===== src/dcs_pkg.sv =====
package dcs_pkg;
	// --------------------------------
	// Host port decode
	// --------------------------------
	localparam int ADDR_CHB  = 0;
	localparam int ADDR_CTRL = 1;
	// --------------------------------
	// Register indices
	// --------------------------------
	localparam logic [2:0] REG_PTR    = 3'h0;
	localparam logic [2:0] REG_INT    = 3'h1;
	localparam logic [2:0] REG_VECTOR = 3'h2;
	localparam logic [2:0] REG_RXP    = 3'h3;
	localparam logic [2:0] REG_MISC   = 3'h4;
	localparam logic [2:0] REG_TXP    = 3'h5;
	localparam logic [7:0] REG_RST    = 8'h00;
	// --------------------------------
	// Field positions
	// --------------------------------
	localparam int CMD_LO    = 3;
	localparam int IE_EXT    = 0;
	localparam int IE_TX     = 1;
	localparam int SAV       = 2;
	localparam int IE_RX_LO  = 3;
	localparam int RX_EN     = 0;
	localparam int RX_CRC_EN = 3;
	localparam int HUNT      = 4;
	localparam int AUTO_EN   = 5;
	localparam int LEN_LO    = 6;
	localparam int PAR_EN    = 0;
	localparam int PAR_EVEN  = 1;
	localparam int STOP_LO   = 2;
	localparam int MODE_LO   = 4;
	localparam int TX_CRC_EN = 0;
	localparam int RTS       = 1;
	localparam int CRC16     = 2;
	localparam int TX_EN     = 3;
	localparam int BRK       = 4;
	localparam int TX_LEN_LO = 5;
	localparam int DTR       = 7;
	// --------------------------------
	// Commands, modes, codes
	// --------------------------------
	localparam logic [2:0] CMD_EXT_RST  = 3'h2;
	localparam logic [2:0] CMD_CHAN_RST = 3'h3;
	localparam logic [2:0] CMD_ERR_RST  = 3'h6;
	localparam logic [1:0] MODE_MONO    = 2'h0;
	localparam logic [1:0] MODE_BI      = 2'h1;
	localparam logic [1:0] MODE_SDLC    = 2'h2;
	localparam logic [1:0] SRC_TX       = 2'h0;
	localparam logic [1:0] SRC_EXT      = 2'h1;
	localparam logic [1:0] SRC_RX       = 2'h2;
	localparam logic [2:0] CODE_NONE    = 3'h3;
	localparam logic [15:0] POLY_16     = 16'h8005;
	localparam logic [15:0] POLY_CCITT  = 16'h1021;
	localparam logic [15:0] CRC_PRESET  = 16'h0000;
	localparam int FIFO_W = 11;
	typedef enum logic [1:0] {TX_IDLE, TX_DATA, TX_CRC} dcs_tx_phase_type;
endpackage : dcs_pkg


===== src/dcs_serial_top.sv =====
// The register addresses and the strobed register port were left to the implementer.
`timescale 1ns/10ps
// Functional notes
// - Per channel: registers 1-7 write, 0-2 read
// - Vector register in channel B, readable back
// - Fixed priority: A over B, rx-tx-ext
// - Three-byte receive queue after shift register
// - Error bits queued beside each byte
// - Async 5/6-bit characters right-justified in queue
// - Sync receive starts hunting for sync/flag
// - Monosync: sync register equals second sync
// - Bisync: both sync characters must match
// - After sync, data bypasses sync register
// - SDLC: zero after five ones deleted
// - Sixth one: seventh bit flag or abort
// - SDLC hunts flag from second sync
// - Byte-sync CRC 8-bit delayed; SDLC direct
// - Tx data register and 20-bit shifter
// - Sync fill at start and underrun
// - SDLC flags open and close frame
// - Sync registers: sync chars or address/flag
// - Async tx framed with start/stop bits
// - Sync tx bits feed CRC generator
// - SDLC zero insertion except during flags
// - CTS and carrier detect monitored
// - Reset: marking, outputs high, no interrupts
module dcs_serial_top (
	// Clock and reset
	input  wire logic       i_core_clk,
	input  wire logic       i_rstn,
	// Host register port
	input  wire logic [1:0] i_addr,
	input  wire logic [7:0] i_wdata,
	input  wire logic       i_wr,
	input  wire logic       i_rd,
	output logic      [7:0] o_rdata,
	// Serial lines, index 0 is channel A
	input  wire logic [1:0] i_rxd,
	input  wire logic [1:0] i_rx_clk,
	input  wire logic [1:0] i_tx_clk,
	input  wire logic [1:0] i_cts_n,
	input  wire logic [1:0] i_carrier_detect_n,
	output logic            o_serial_out_a,
	output logic            o_serial_out_b,
	// Modem and interrupt
	output logic      [1:0] o_rts_n,
	output logic      [1:0] o_dtr_n,
	output logic            o_int_n
);
	typedef struct packed {
		logic [7:1][7:0]           wr;
		logic [2:0]                ptr;
		logic [2:0]                rxc_s, txc_s, cts_s, dcd_s;
		logic [1:0]                rxd_s;
		logic                      rx_busy, rx_par, rx_perr, hunt;
		logic [3:0]                rx_cnt;
		logic [7:0]                rx_sh, rx_sync, rx_dly;
		logic [2:0]                rx_ones;
		logic [15:0]               rx_crc;
		logic                      ovr, abort, eof, crc_err;
		logic [7:0]                tx_reg;
		logic                      tx_full, tx_ip, underrun, tx_noz, tx_crc_on;
		logic [19:0]               tx_sh;
		logic [4:0]                tx_left;
		logic [2:0]                tx_ones;
		logic [15:0]               tx_crc;
		dcs_pkg::dcs_tx_phase_type tx_phase;
		logic                      ext_pend, txd, rts_n, dtr_n;
	} dcs_chan_type;

	typedef struct packed {
		dcs_chan_type [1:0] ch;
		logic [7:0]         rdata;
		logic [2:0]         code;
		logic               int_n;
	} dcs_state_type;

	localparam dcs_chan_type CH_RST = '{txd: 1'b1, rts_n: 1'b1, dtr_n: 1'b1, hunt: 1'b1,
		cts_s: 3'h7, dcd_s: 3'h7, tx_phase: dcs_pkg::TX_IDLE, default: '0};

	dcs_state_type q;
	dcs_state_type d;
	logic [1:0]                       push, pop, fclr, rx_go, tx_go;
	logic [1:0][2:0]                  pend;
	logic [1:0][dcs_pkg::FIFO_W-1:0]  pdata;
	logic [1:0][dcs_pkg::FIFO_W-1:0]  head;
	logic [1:0][1:0]                  fcount;

	function automatic logic [3:0] char_bits(input logic [1:0] len);
		case (len)
			2'h0: char_bits = 4'h5;
			2'h1: char_bits = 4'h7;
			2'h2: char_bits = 4'h6;
			default: char_bits = 4'h8;
		endcase
	endfunction : char_bits

	function automatic logic [15:0] crc_step(input logic [15:0] crc, input logic b,
		input logic ccitt);
		logic [15:0] poly;
		poly = ccitt ? dcs_pkg::POLY_CCITT : dcs_pkg::POLY_16;
		crc_step = {crc[14:0], 1'b0} ^ ((crc[15] ^ b) ? poly : 16'h0000);
	endfunction : crc_step

	// --------------------------------
	// Receive queues
	// --------------------------------
	generate
		for (genvar g = 0; g < 2; g++)
		begin : g_fifo
			dcs_rx_fifo u_fifo (
				.i_core_clk (i_core_clk),
				.i_rstn     (i_rstn),
				.i_push     (push[g]),
				.i_wdata    (pdata[g]),
				.i_pop      (pop[g]),
				.i_clear    (fclr[g]),
				.o_head     (head[g]),
				.o_count    (fcount[g])
			);
			// Link clock edges, enables
			assign rx_go[g] = q.ch[g].rxc_s[1] & ~q.ch[g].rxc_s[2] & q.ch[g].wr[3][dcs_pkg::RX_EN]
				& (~q.ch[g].wr[3][dcs_pkg::AUTO_EN] | ~q.ch[g].dcd_s[1]);
			assign tx_go[g] = ~q.ch[g].txc_s[1] & q.ch[g].txc_s[2] & q.ch[g].wr[5][dcs_pkg::TX_EN]
				& (~q.ch[g].wr[3][dcs_pkg::AUTO_EN] | ~q.ch[g].cts_s[1]);
		end
	endgenerate

	// --------------------------------
	// Channel logic
	// --------------------------------
	always_comb
	begin
		dcs_chan_type p;
		dcs_chan_type n;
		logic sel, b, sync, sdlc, ccitt, pb, obit;
		logic [3:0] nb;
		logic [1:0] mode;
		logic [4:0] left;
		logic [19:0] sh;
		p = '0;
		n = '0;
		sel = 1'b0;
		b = 1'b0;
		sync = 1'b0;
		sdlc = 1'b0;
		ccitt = 1'b0;
		pb = 1'b0;
		obit = 1'b1;
		nb = 4'h0;
		mode = 2'h0;
		left = 5'h0;
		sh = 20'h0;
		d = q;
		push = 2'h0;
		pop = 2'h0;
		fclr = 2'h0;
		pdata = '0;
		for (int c = 0; c < 2; c++)
		begin
			p = q.ch[c];
			n = p;
			n.rxc_s = {p.rxc_s[1:0], i_rx_clk[c]};
			n.txc_s = {p.txc_s[1:0], i_tx_clk[c]};
			n.cts_s = {p.cts_s[1:0], i_cts_n[c]};
			n.dcd_s = {p.dcd_s[1:0], i_carrier_detect_n[c]};
			n.rxd_s = {p.rxd_s[0], i_rxd[c]};
			mode = p.wr[4][dcs_pkg::MODE_LO+:2];
			sync = p.wr[4][dcs_pkg::STOP_LO+:2] == 2'h0;
			sdlc = sync && mode == dcs_pkg::MODE_SDLC;
			ccitt = sdlc || !p.wr[5][dcs_pkg::CRC16];
			sel = i_addr[dcs_pkg::ADDR_CHB] == c[0];
			if (sel && i_wr && i_addr[dcs_pkg::ADDR_CTRL])
			begin
				if (p.ptr == dcs_pkg::REG_PTR)
				begin
					n.ptr = i_wdata[2:0];
					case (i_wdata[dcs_pkg::CMD_LO+:3])
						dcs_pkg::CMD_EXT_RST: begin n.ext_pend = 1'b0; n.abort = 1'b0; end
						dcs_pkg::CMD_ERR_RST: begin n.ovr = 1'b0; n.eof = 1'b0; n.crc_err = 1'b0; end
						dcs_pkg::CMD_CHAN_RST: begin n = CH_RST; fclr[c] = 1'b1; end
						default: n.ptr = i_wdata[2:0];
					endcase
				end
				else
				begin
					n.wr[p.ptr] = i_wdata;
					n.ptr = dcs_pkg::REG_PTR;
					if (p.ptr == dcs_pkg::REG_RXP && i_wdata[dcs_pkg::HUNT])
						n.hunt = 1'b1;
				end
			end
			if (sel && i_rd && i_addr[dcs_pkg::ADDR_CTRL])
			begin
				n.ptr = dcs_pkg::REG_PTR;
				case (p.ptr)
					dcs_pkg::REG_PTR: d.rdata = {p.abort, p.underrun, ~p.cts_s[1], p.hunt,
						~p.dcd_s[1], ~p.tx_full, ~q.int_n & ~c[0], fcount[c] != 2'h0};
					dcs_pkg::REG_INT: d.rdata = {p.eof, p.crc_err | head[c][10], p.ovr,
						head[c][9], 3'h0, !p.tx_full && p.tx_left == 5'h0};
					dcs_pkg::REG_VECTOR: d.rdata = !c[0] ? 8'h00 : !p.wr[1][dcs_pkg::SAV] ?
						p.wr[2] : {p.wr[2][7:4], q.code, p.wr[2][0]};
					default: d.rdata = 8'h00;
				endcase
			end
			if (sel && i_rd && !i_addr[dcs_pkg::ADDR_CTRL])
			begin
				d.rdata = head[c][7:0];
				pop[c] = 1'b1;
			end
			if (sel && i_wr && !i_addr[dcs_pkg::ADDR_CTRL])
			begin
				n.tx_reg = i_wdata;
				n.tx_full = 1'b1;
				n.tx_ip = 1'b0;
			end
			if (p.cts_s[2] != p.cts_s[1] || p.dcd_s[2] != p.dcd_s[1])
				n.ext_pend = 1'b1;
			if (!p.wr[3][dcs_pkg::RX_EN])
				n.rx_busy = 1'b0;
			// ---- Receive
			b = p.rxd_s[1];
			nb = char_bits(p.wr[3][dcs_pkg::LEN_LO+:2]);
			if (rx_go[c] && !sync)
			begin
				if (!p.rx_busy)
				begin
					n.rx_busy = !b;
					n.rx_cnt = 4'h0;
					n.rx_par = 1'b0;
					n.rx_perr = 1'b0;
				end
				else
				begin
					n.rx_cnt = p.rx_cnt + 4'h1;
					if (p.rx_cnt < nb)
					begin
						n.rx_sh = {b, p.rx_sh[7:1]};
						n.rx_par = p.rx_par ^ b;
					end
					else if (p.wr[4][dcs_pkg::PAR_EN] && p.rx_cnt == nb)
						n.rx_perr = p.rx_par ^ b ^ ~p.wr[4][dcs_pkg::PAR_EVEN];
					else
					begin
						push[c] = 1'b1;
						pdata[c] = {~b, p.rx_perr, 1'b0, p.rx_sh >> (4'h8 - nb)};
						n.rx_busy = 1'b0;
					end
				end
			end
			else if (rx_go[c] && p.hunt)
			begin
				n.rx_sync = {b, p.rx_sync[7:1]};
				n.rx_sh = {p.rx_sync[0], p.rx_sh[7:1]};
				n.rx_cnt = 4'h0;
				n.rx_ones = 3'h0;
				n.rx_crc = dcs_pkg::CRC_PRESET;
				if (mode != dcs_pkg::MODE_BI && n.rx_sync == p.wr[7])
					n.hunt = 1'b0;
				if (mode == dcs_pkg::MODE_BI && n.rx_sync == p.wr[7] && n.rx_sh == p.wr[6])
					n.hunt = 1'b0;
			end
			else if (rx_go[c] && sdlc)
			begin
				if (p.rx_ones == 3'h5 && !b)
					n.rx_ones = 3'h0;
				else if (p.rx_ones == 3'h6)
				begin
					n.rx_ones = 3'h0;
					n.rx_cnt = 4'h0;
					n.abort = n.abort | b;
					n.hunt = b;
					n.eof = n.eof | !b;
					n.crc_err = n.crc_err | (!b && p.rx_crc != dcs_pkg::CRC_PRESET);
					n.rx_crc = dcs_pkg::CRC_PRESET;
				end
				else if (p.rx_ones == 3'h5)
					n.rx_ones = 3'h6;
				else
				begin
					n.rx_ones = b ? p.rx_ones + 3'h1 : 3'h0;
					n.rx_crc = crc_step(p.rx_crc, b, ccitt);
				end
			end
			if (rx_go[c] && sync && !p.hunt && !(sdlc && (p.rx_ones >= 3'h5)))
			begin
				n.rx_sh = {b, p.rx_sh[7:1]};
				n.rx_dly = {b, p.rx_dly[7:1]};
				n.rx_cnt = p.rx_cnt + 4'h1;
				if (!sdlc && p.wr[3][dcs_pkg::RX_CRC_EN])
					n.rx_crc = crc_step(p.rx_crc, p.rx_dly[0], ccitt);
				if (n.rx_cnt == nb)
				begin
					push[c] = 1'b1;
					pdata[c] = {2'h0, n.rx_crc != dcs_pkg::CRC_PRESET, n.rx_sh >> (4'h8 - nb)};
					n.rx_cnt = 4'h0;
				end
			end
			if (push[c] && fcount[c] == 2'h3 && !pop[c])
				n.ovr = 1'b1;
			// ---- Transmit
			nb = char_bits(p.wr[5][dcs_pkg::TX_LEN_LO+:2]);
			sh = p.tx_sh;
			left = p.tx_left;
			obit = p.txd;
			if (tx_go[c] && left == 5'h0)
			begin
				n.tx_noz = 1'b1;
				n.tx_crc_on = 1'b0;
				if (!sync && p.tx_full)
				begin
					sh = 20'hfffff;
					sh[0] = 1'b0;
					pb = ~p.wr[4][dcs_pkg::PAR_EVEN];
					for (int i = 0; i < 8; i++)
						if (i < nb)
						begin
							sh[i+1] = p.tx_reg[i];
							pb = pb ^ p.tx_reg[i];
						end
					if (p.wr[4][dcs_pkg::PAR_EN])
						sh[5'(nb)+5'h1] = ~pb;
					left = 5'(nb) + 5'h2 + {4'h0, p.wr[4][dcs_pkg::PAR_EN]}
						+ {4'h0, p.wr[4][dcs_pkg::STOP_LO+1]};
				end
				else if (sdlc && p.tx_full && p.tx_phase == dcs_pkg::TX_IDLE)
				begin
					sh = {12'h000, p.wr[7]};
					left = 5'h8;
					n.tx_phase = dcs_pkg::TX_DATA;
					n.tx_crc = dcs_pkg::CRC_PRESET;
				end
				else if (sync && p.tx_full)
				begin
					sh = {12'h000, p.tx_reg};
					left = {1'b0, nb};
					n.tx_noz = 1'b0;
					n.tx_crc_on = 1'b1;
				end
				else if (sdlc && p.tx_phase == dcs_pkg::TX_DATA)
				begin
					sh = {4'h0, p.tx_crc};
					left = 5'h10;
					n.tx_noz = 1'b0;
					n.tx_phase = dcs_pkg::TX_CRC;
					n.underrun = 1'b1;
				end
				else if (sdlc)
				begin
					sh = {12'h000, p.wr[7]};
					left = 5'h8;
					n.tx_phase = dcs_pkg::TX_IDLE;
				end
				else if (sync)
				begin
					sh = mode == dcs_pkg::MODE_BI ? {4'h0, p.wr[7], p.wr[6]} : {12'h000, p.wr[7]};
					left = mode == dcs_pkg::MODE_BI ? 5'h10 : 5'h8;
					n.underrun = p.underrun | p.tx_crc_on;
					if (!p.tx_crc_on)
						n.tx_crc = dcs_pkg::CRC_PRESET;
				end
				if (p.tx_full && (!sdlc || p.tx_phase != dcs_pkg::TX_IDLE))
				begin
					n.tx_full = 1'b0;
					n.tx_ip = 1'b1;
				end
			end
			else if (tx_go[c])
			begin
				n.tx_noz = p.tx_noz;
				n.tx_crc_on = p.tx_crc_on;
			end
			if (tx_go[c])
			begin
				if (left == 5'h0)
					obit = 1'b1;
				else if (sdlc && !n.tx_noz && p.tx_ones == 3'h5)
				begin
					obit = 1'b0;
					n.tx_ones = 3'h0;
				end
				else
				begin
					obit = sh[0];
					sh = {1'b0, sh[19:1]};
					left = left - 5'h1;
					n.tx_ones = obit ? p.tx_ones + 3'h1 : 3'h0;
					if (n.tx_crc_on && p.wr[5][dcs_pkg::TX_CRC_EN])
						n.tx_crc = crc_step(n.tx_crc, obit, ccitt);
				end
				n.txd = obit & ~p.wr[5][dcs_pkg::BRK];
			end
			if (!p.wr[5][dcs_pkg::TX_EN])
				n.txd = ~p.wr[5][dcs_pkg::BRK];
			n.tx_sh = sh;
			n.tx_left = left;
			if (p.wr[5][dcs_pkg::RTS] || sync || (!p.tx_full && p.tx_left == 5'h0))
				n.rts_n = ~p.wr[5][dcs_pkg::RTS];
			n.dtr_n = ~p.wr[5][dcs_pkg::DTR];
			d.ch[c] = n;
			pend[c][0] = p.wr[1][dcs_pkg::IE_RX_LO+:2] != 2'h0 && fcount[c] != 2'h0;
			pend[c][1] = p.wr[1][dcs_pkg::IE_TX] && p.tx_ip;
			pend[c][2] = p.wr[1][dcs_pkg::IE_EXT] && p.ext_pend;
		end
		d.code = dcs_pkg::CODE_NONE;
		for (int c = 1; c >= 0; c--)
		begin
			if (pend[c][2])
				d.code = {~c[0], dcs_pkg::SRC_EXT};
			if (pend[c][1])
				d.code = {~c[0], dcs_pkg::SRC_TX};
			if (pend[c][0])
				d.code = {~c[0], dcs_pkg::SRC_RX};
		end
		d.int_n = pend == '0;
	end

	always_ff @(posedge i_core_clk)
	begin
		if (!i_rstn)
			q <= '{ch: '{CH_RST, CH_RST}, int_n: 1'b1, code: dcs_pkg::CODE_NONE, default: '0};
		else
			q <= d;
	end

	assign o_rdata        = q.rdata;
	assign o_serial_out_a = q.ch[0].txd;
	assign o_serial_out_b = q.ch[1].txd;
	assign o_rts_n        = {q.ch[1].rts_n, q.ch[0].rts_n};
	assign o_dtr_n        = {q.ch[1].dtr_n, q.ch[0].dtr_n};
	assign o_int_n        = q.int_n;

	// --------------------------------
	// Checks
	// --------------------------------
	a_reset_marking: assert property (@(posedge i_core_clk)
		!i_rstn |=> o_serial_out_a && o_serial_out_b && o_rts_n == 2'h3 && o_int_n)
		else $error("reset outputs not idle");
	a_ptr_return: assert property (@(posedge i_core_clk) disable iff (!i_rstn)
		(i_wr || i_rd) && i_addr[1] && q.ch[i_addr[0]].ptr != 3'h0
		|=> q.ch[$past(i_addr[0])].ptr == 3'h0)
		else $error("pointer did not return to zero");
	a_vector_store: assert property (@(posedge i_core_clk) disable iff (!i_rstn)
		i_wr && i_addr == 2'h3 && q.ch[1].ptr == 3'h2 |=> q.ch[1].wr[2] == $past(i_wdata))
		else $error("vector not stored");
	a_data_read: assert property (@(posedge i_core_clk) disable iff (!i_rstn)
		i_rd && !i_addr[1] && fcount[i_addr[0]] != 2'h0 |=> o_rdata == $past(head[i_addr[0]][7:0]))
		else $error("read data not oldest byte");
	a_mono_sync: assert property (@(posedge i_core_clk) disable iff (!i_rstn)
		rx_go[0] && q.ch[0].hunt && q.ch[0].wr[4][3:2] == 2'h0 && q.ch[0].wr[4][5:4] == 2'h0
		&& {q.ch[0].rxd_s[1], q.ch[0].rx_sync[7:1]} == q.ch[0].wr[7] |=> !q.ch[0].hunt)
		else $error("monosync match missed");
	a_sdlc_zdel: assert property (@(posedge i_core_clk) disable iff (!i_rstn)
		rx_go[0] && !q.ch[0].hunt && q.ch[0].wr[4][5:2] == 4'h8 && q.ch[0].rx_ones == 3'h5
		&& !q.ch[0].rxd_s[1] |=> $stable(q.ch[0].rx_cnt) && q.ch[0].rx_ones == 3'h0)
		else $error("stuffed zero kept");
	a_tx_zins: assert property (@(posedge i_core_clk) disable iff (!i_rstn)
		tx_go[0] && q.ch[0].wr[4][5:2] == 4'h8 && !q.ch[0].tx_noz && q.ch[0].tx_left != 5'h0
		&& q.ch[0].tx_ones == 3'h5 |=> !o_serial_out_a && $stable(q.ch[0].tx_left))
		else $error("zero not inserted");
	a_prio_chan_a: assert property (@(posedge i_core_clk) disable iff (!i_rstn)
		pend[0][0] |=> q.code == 3'h6 && !o_int_n)
		else $error("channel A receive not first");
	a_prio_rx_tx: assert property (@(posedge i_core_clk) disable iff (!i_rstn)
		pend[0] == 3'h0 && pend[1][0] && pend[1][1] |=> q.code == 3'h2)
		else $error("receive not above transmit");
endmodule : dcs_serial_top


===== src/dcs_rx_fifo.sv =====
`timescale 1ns/10ps
module dcs_rx_fifo (
	// Clock and reset
	input  wire logic                        i_core_clk,
	input  wire logic                        i_rstn,
	// Fill side
	input  wire logic                        i_push,
	input  wire logic [dcs_pkg::FIFO_W-1:0]  i_wdata,
	// Drain side
	input  wire logic                        i_pop,
	input  wire logic                        i_clear,
	output logic      [dcs_pkg::FIFO_W-1:0]  o_head,
	output logic      [1:0]                  o_count
);
	typedef struct packed {
		logic [2:0][dcs_pkg::FIFO_W-1:0] slot;
		logic [1:0]                      count;
	} dcs_fifo_type;

	dcs_fifo_type q;
	dcs_fifo_type d;

	always_comb
	begin
		logic [1:0] cnt;
		cnt = q.count;
		d = q;
		if (i_clear)
		begin
			d = '0;
		end
		else
		begin
			if (i_pop && cnt != 2'h0)
			begin
				d.slot = {{dcs_pkg::FIFO_W{1'b0}}, q.slot[2:1]};
				cnt = cnt - 2'h1;
			end
			if (i_push && cnt != 2'h3)
			begin
				d.slot[cnt] = i_wdata;
				cnt = cnt + 2'h1;
			end
			d.count = cnt;
		end
	end

	always_ff @(posedge i_core_clk)
	begin
		if (!i_rstn)
			q <= '0;
		else
			q <= d;
	end

	assign o_head  = q.slot[0];
	assign o_count = q.count;

	a_fifo_full_hold: assert property (@(posedge i_core_clk) disable iff (!i_rstn)
		q.count == 2'h3 && i_push && !i_pop && !i_clear |=> q.count == 2'h3 && $stable(q.slot))
		else $error("full queue changed on push");
	a_fifo_err_pair: assert property (@(posedge i_core_clk) disable iff (!i_rstn)
		q.count == 2'h0 && i_push && !i_clear |=> o_head == $past(i_wdata))
		else $error("status bits not kept with byte");
endmodule : dcs_rx_fifo


===== config.mk =====
export PLATFORM = sky130hd
export DESIGN_NAME = dcs_serial_top
export DESIGN_NICKNAME = d
export VERILOG_FILES = /design/src/dcs_pkg.sv /design/src/dcs_serial_top.sv /design/src/dcs_rx_fifo.sv
export SDC_FILE = /design/constraint.sdc
export NUM_CORES = 1
export LEC_CHECK = 0
export CAP_MARGIN = 5
export CORE_ASPECT_RATIO = 0.9
export CORE_MARGIN = 3
export CORE_UTILIZATION = 40
export CTS_CLUSTER_DIAMETER = 100
export CTS_CLUSTER_SIZE = 8
export DETAILED_ROUTE_END_ITERATION = 10
export DONT_BUFFER_PORTS = 1
export GPL_ROUTABILITY_DRIVEN = 0
export PLACE_DENSITY = 0.63
export SKIP_CTS_REPAIR_TIMING = 1
export SLEW_MARGIN = 10
export SYNTH_ARGS = -nofsm -noshare
export SYNTH_HDL_FRONTEND = slang
export SYNTH_SLANG_ARGS = --single-unit
export TNS_END_PERCENT = 30

===== constraint.sdc =====
create_clock -name i_core_clk -period 3.6 [get_ports i_core_clk]
set_clock_uncertainty 0.05 [all_clocks]
set_input_delay 1.08 -clock i_core_clk [delete_from_list [all_inputs] [get_ports i_core_clk]]
set_output_delay 1.08 -clock i_core_clk [all_outputs]
set_load 0.005 [all_outputs]

==> impl_summary.log <==
[metrics] status: finished, final reports clean
[metrics] clock latency at the later pin of the worst-skew pair: 0.64 ns
[metrics] synthesis-stage register bit count: 433
[metrics] global route overflow: 0
[metrics] Syn Area/Cell: 8.255 µm²
[metrics] Register-to-Register Setup Slack: 0.17 ns
[metrics] power per cell area: 400.6 mW/mm²
[metrics] routed via count divided by cell count: between 6 and 7
[metrics] final setup vio count: 0
[metrics] layout cells sized above 1: 0.08546
[metrics] summed instance area of the synthesized netlist: 0.02286 mm²
[metrics] net total in the final layout: 2821
[metrics] tightest slew margin relative to the limit: 0.2636
[metrics] maximum number of pins on one net before global-route repair: between 70 and 80
[metrics] count of standard-cell rows: 82
[metrics] number of detailed-route iterations in the first pass: 5
[metrics] instance count along the most critical hold path: 1
[metrics] Net Count, Synth: 2855
[metrics] layout overhead on the synthesized area: 11.18%
[metrics] number of cell instances on the worst register-to-register path: 15
[metrics] die area: about 0.060 mm²
[metrics] final core utilization: 0.4528
[metrics] number of warning messages in the yosys log: 0
[metrics] remaining design rule violation count: 0
[metrics] data arrival time of the critical path: 3.94 ns
[metrics] post-layout min period: between 3 and 4 ns
[metrics] Total Routing Usage GR: 0.2267
[metrics] total clock buffers created by CTS: 60
[metrics] Data required, critical path: 4.11 ns
[metrics] count of antenna diodes in the layout: 0
[metrics] vias in the first global route: roughly 20000
[metrics] top fanout value on the critical path: 9
[metrics] Fillers: 5451
[metrics] switching share of total power: 0.2286
[metrics] Most used DFF post-synth: dfxtp_1
[metrics] violation count after the first detailed-route iteration: approximately 1900
[metrics] Async S/R FF share, synth: 0
[metrics] Top-Level Pins: 39
[metrics] final non-filler cell total: 3494
[metrics] final number of max-transition violations: 0
[metrics] Fmax: 0.2917 GHz
[metrics] final antenna-violating net count: 0
[metrics] distinct cell type count of the synthesized netlist: 105
[metrics] Internal: 7.854 mW
[metrics] sum of routed wire length over all layers: 70280 µm
[metrics] y dimension of the die: 232.8 µm
[metrics] initial antenna violation count: 2
[metrics] power share of the clock group: 0.491
[metrics] area post-placement: around 0.024 mm²
[metrics] DP Wirelength: 49590 µm
[metrics] maximum resistive drop on vdd: 0.3231 mV
[metrics] endpoint kind of the worst setup timing path: register
[metrics] Max Cap Viol: 0
[metrics] type of the worst setup path: reg -> reg
[metrics] vias after detailed routing: between 20000 and 25000
[metrics] x dimension of the die: between 200 and 300 µm
[metrics] Design Area, Final: 0.02541 mm²
[metrics] post-synthesis instance total: 2769
[metrics] Initial Utilization: 0.4073
[metrics] maximum clock insertion buffer count: 3
[metrics] relative contribution of sequential cells to total power: 0.478
[metrics] Post-Place Cells: 3425
[metrics] root buffer cell: clkbuf_16
[metrics] Gate power share: 0.031
[metrics] slew of the pin with the lowest slew margin: 1.101 ns
[metrics] global-route wire length before repair: 110900 µm
[metrics] clock tree from TritonCTS: yes
[metrics] portion of the clock cycle consumed by the worst path in the final layout: 0.9523
[metrics] Critical Path Start Type: register
[metrics] final total power: 10.18 mW
[metrics] CTS clock-pin slew for the worst setup and hold paths: 0.05 ns
[metrics] routed length per instance: 20.11 µm
[metrics] switching power summed over all nets: 2.327 mW
[metrics] total number of clock tree sinks: around 430
[metrics] worst hold path class: reg -> reg
[metrics] share of synthesized area occupied by flip-flops and latches: 0.3792
[metrics] standby leakage power: ~9.2 nW
[metrics] standard cell core area: 0.05612 mm²
[metrics] count of buffers from port buffering: 0
[metrics] Post-synth EDFFs: 0
[metrics] depth of the CTS H-tree: 2
[metrics] Final Hold Violating Endpoints: 0
## power groups by stage
stage	Sequential (mW)	Clock, mW	Combinational, mW
2_1_floorplan	4.94	0	0.257
3_3_place_gp	4.96	0	0.304
3_5_place_dp	4.96	0	0.308
4_1_cts	4.86	5.10	0.309
5_1_grt	4.86	5.29	0.340
6_report	4.87	5.00	0.313
## registers in the layout (all words and copies together), names as in the netlist
| register | count |
|---|---|
| g_fifo.u_fifo.o_count | 4 |
| g_fifo.u_fifo.o_head | 20 |
| g_fifo.u_fifo.q | 40 |
| o_dtr_n | 2 |
| o_int_n | 1 |
| o_rdata | 8 |
| o_rts_n | 2 |
| o_serial_out_a | 1 |
| o_serial_out_b | 1 |
| q | 354 |
## synthesized netlist by cell type (all sizes together) (27+ instances only)
library cell	n	area, µm²
dfxtp	433	8668
nand2	295	1107
nor2	283	1065
a21oi	203	1023
clkbuf	151	566.8
nand3	151	755.7
o21ai	104	520.5
a22oi	91	683.2
mux2i	88	880.8
ha	60	750.7
inv	55	206.4
xnor2	54	473.0
a211oi	53	407.9
buf	49	291.5
a22o	42	367.9
nor3	41	226.5
and3	40	250.2
and2	38	237.7
xor2	38	332.8
a31oi	37	237.7
o211ai	32	250.2
or3	29	181.4
nand2b	27	183.9
## layer usage
layer	track usage	up-vias	wire, µm
met5	0	-	0
met4	0.07379	0	2216
met3	0.04320	172	5397
met2	0.3710	808	31800
met1	0.3015	10140	30860
li1	-	9973	-
## worst max-delay path: stages (launching register included)
cell      delay, ns
dfxtp_1        0.37
ha_1           0.24
o21bai_2       0.22
fa_2           0.35
ha_1           0.28
nand2_1        0.04
a211o_1        0.26
o211ai_1       0.15
ha_2           0.27
nand2_1        0.09
nor2_4         0.13
buf_4          0.14
a21o_1         0.15
buf_4          0.17
mux2_2         0.34
nor2_1         0.09
## path summary, 6_finish.rpt
kind / start / to
max: q[184] / q[55]
min: q[377] / o_dtr_n[1]
max reg2reg: q[184] / q[55]
min reg2reg: q[377] / o_dtr_n[1]
## cells by family (layout without fill, tap and decap cells)
family	Yosys count	in the layout	synth area share
XOR/XNOR	94	94	0.03722
multiplexers	109	109	0.05003
adder cells (fa/ha/maj)	62	62	0.03460
AND/OR/NAND/NOR	1043	1043	0.2208
buffers and inverters	256	225	0.04675
flip-flops	433	433	0.3792
AO/OA/AOI/OAI	772	772	0.2314
## stage by stage
step | setup TNS [ns] | setup WS [ns] | hold slack [ns]
global route | -0.01736 | -0.01236 | 0.3506
finish | 0 | 0.1717 | 0.3324
detailed placement | -0.2336 | -0.04016 | 0.3315
CTS | -0.4563 | -0.06781 | 0.3396
global placement | 0 | 0.03525 | 0.3350
floorplan | 0 | 0.01877 | 0.3155
## cell usage in the layout (no fill, tap or decap), drive strengths merged, types with 17 or more instances in the layout
cell type / synthesis / routed
dfxtp: 433 / 433
nand2: 295 / 295
nor2: 283 / 283
a21oi: 203 / 203
nand3: 151 / 151
o21ai: 104 / 104
buf: 49 / 104
a22oi: 91 / 91
mux2i: 88 / 88
clkbuf: 151 / 61
ha: 60 / 60
inv: 55 / 55
xnor2: 54 / 54
a211oi: 53 / 53
a22o: 42 / 42
nor3: 41 / 41
and3: 40 / 40
xor2: 38 / 38
and2: 38 / 38
a31oi: 37 / 37
o211ai: 32 / 32
or3: 29 / 29
nand2b: 27 / 27
nor2b: 24 / 24
nor4: 23 / 23
nand4: 23 / 23
o22ai: 21 / 21
mux2: 19 / 19
o21a: 18 / 18
nand3b: 17 / 17
## final cells by class
type	count	area, µm²	share of cell area
Clock buffer	61	1505	0.05923
Clock inverter	4	75.07	0.002954
Inverter	56	215.2	0.008469
Multi-Input combinational cell	2080	13170	0.5182
Sequential cell	433	8668	0.3411
Tap cell	756	945.9	0.03722
Timing Repair Buffer	104	834.6	0.03284
No activity file was read; power rests on OpenSTA's default activity.
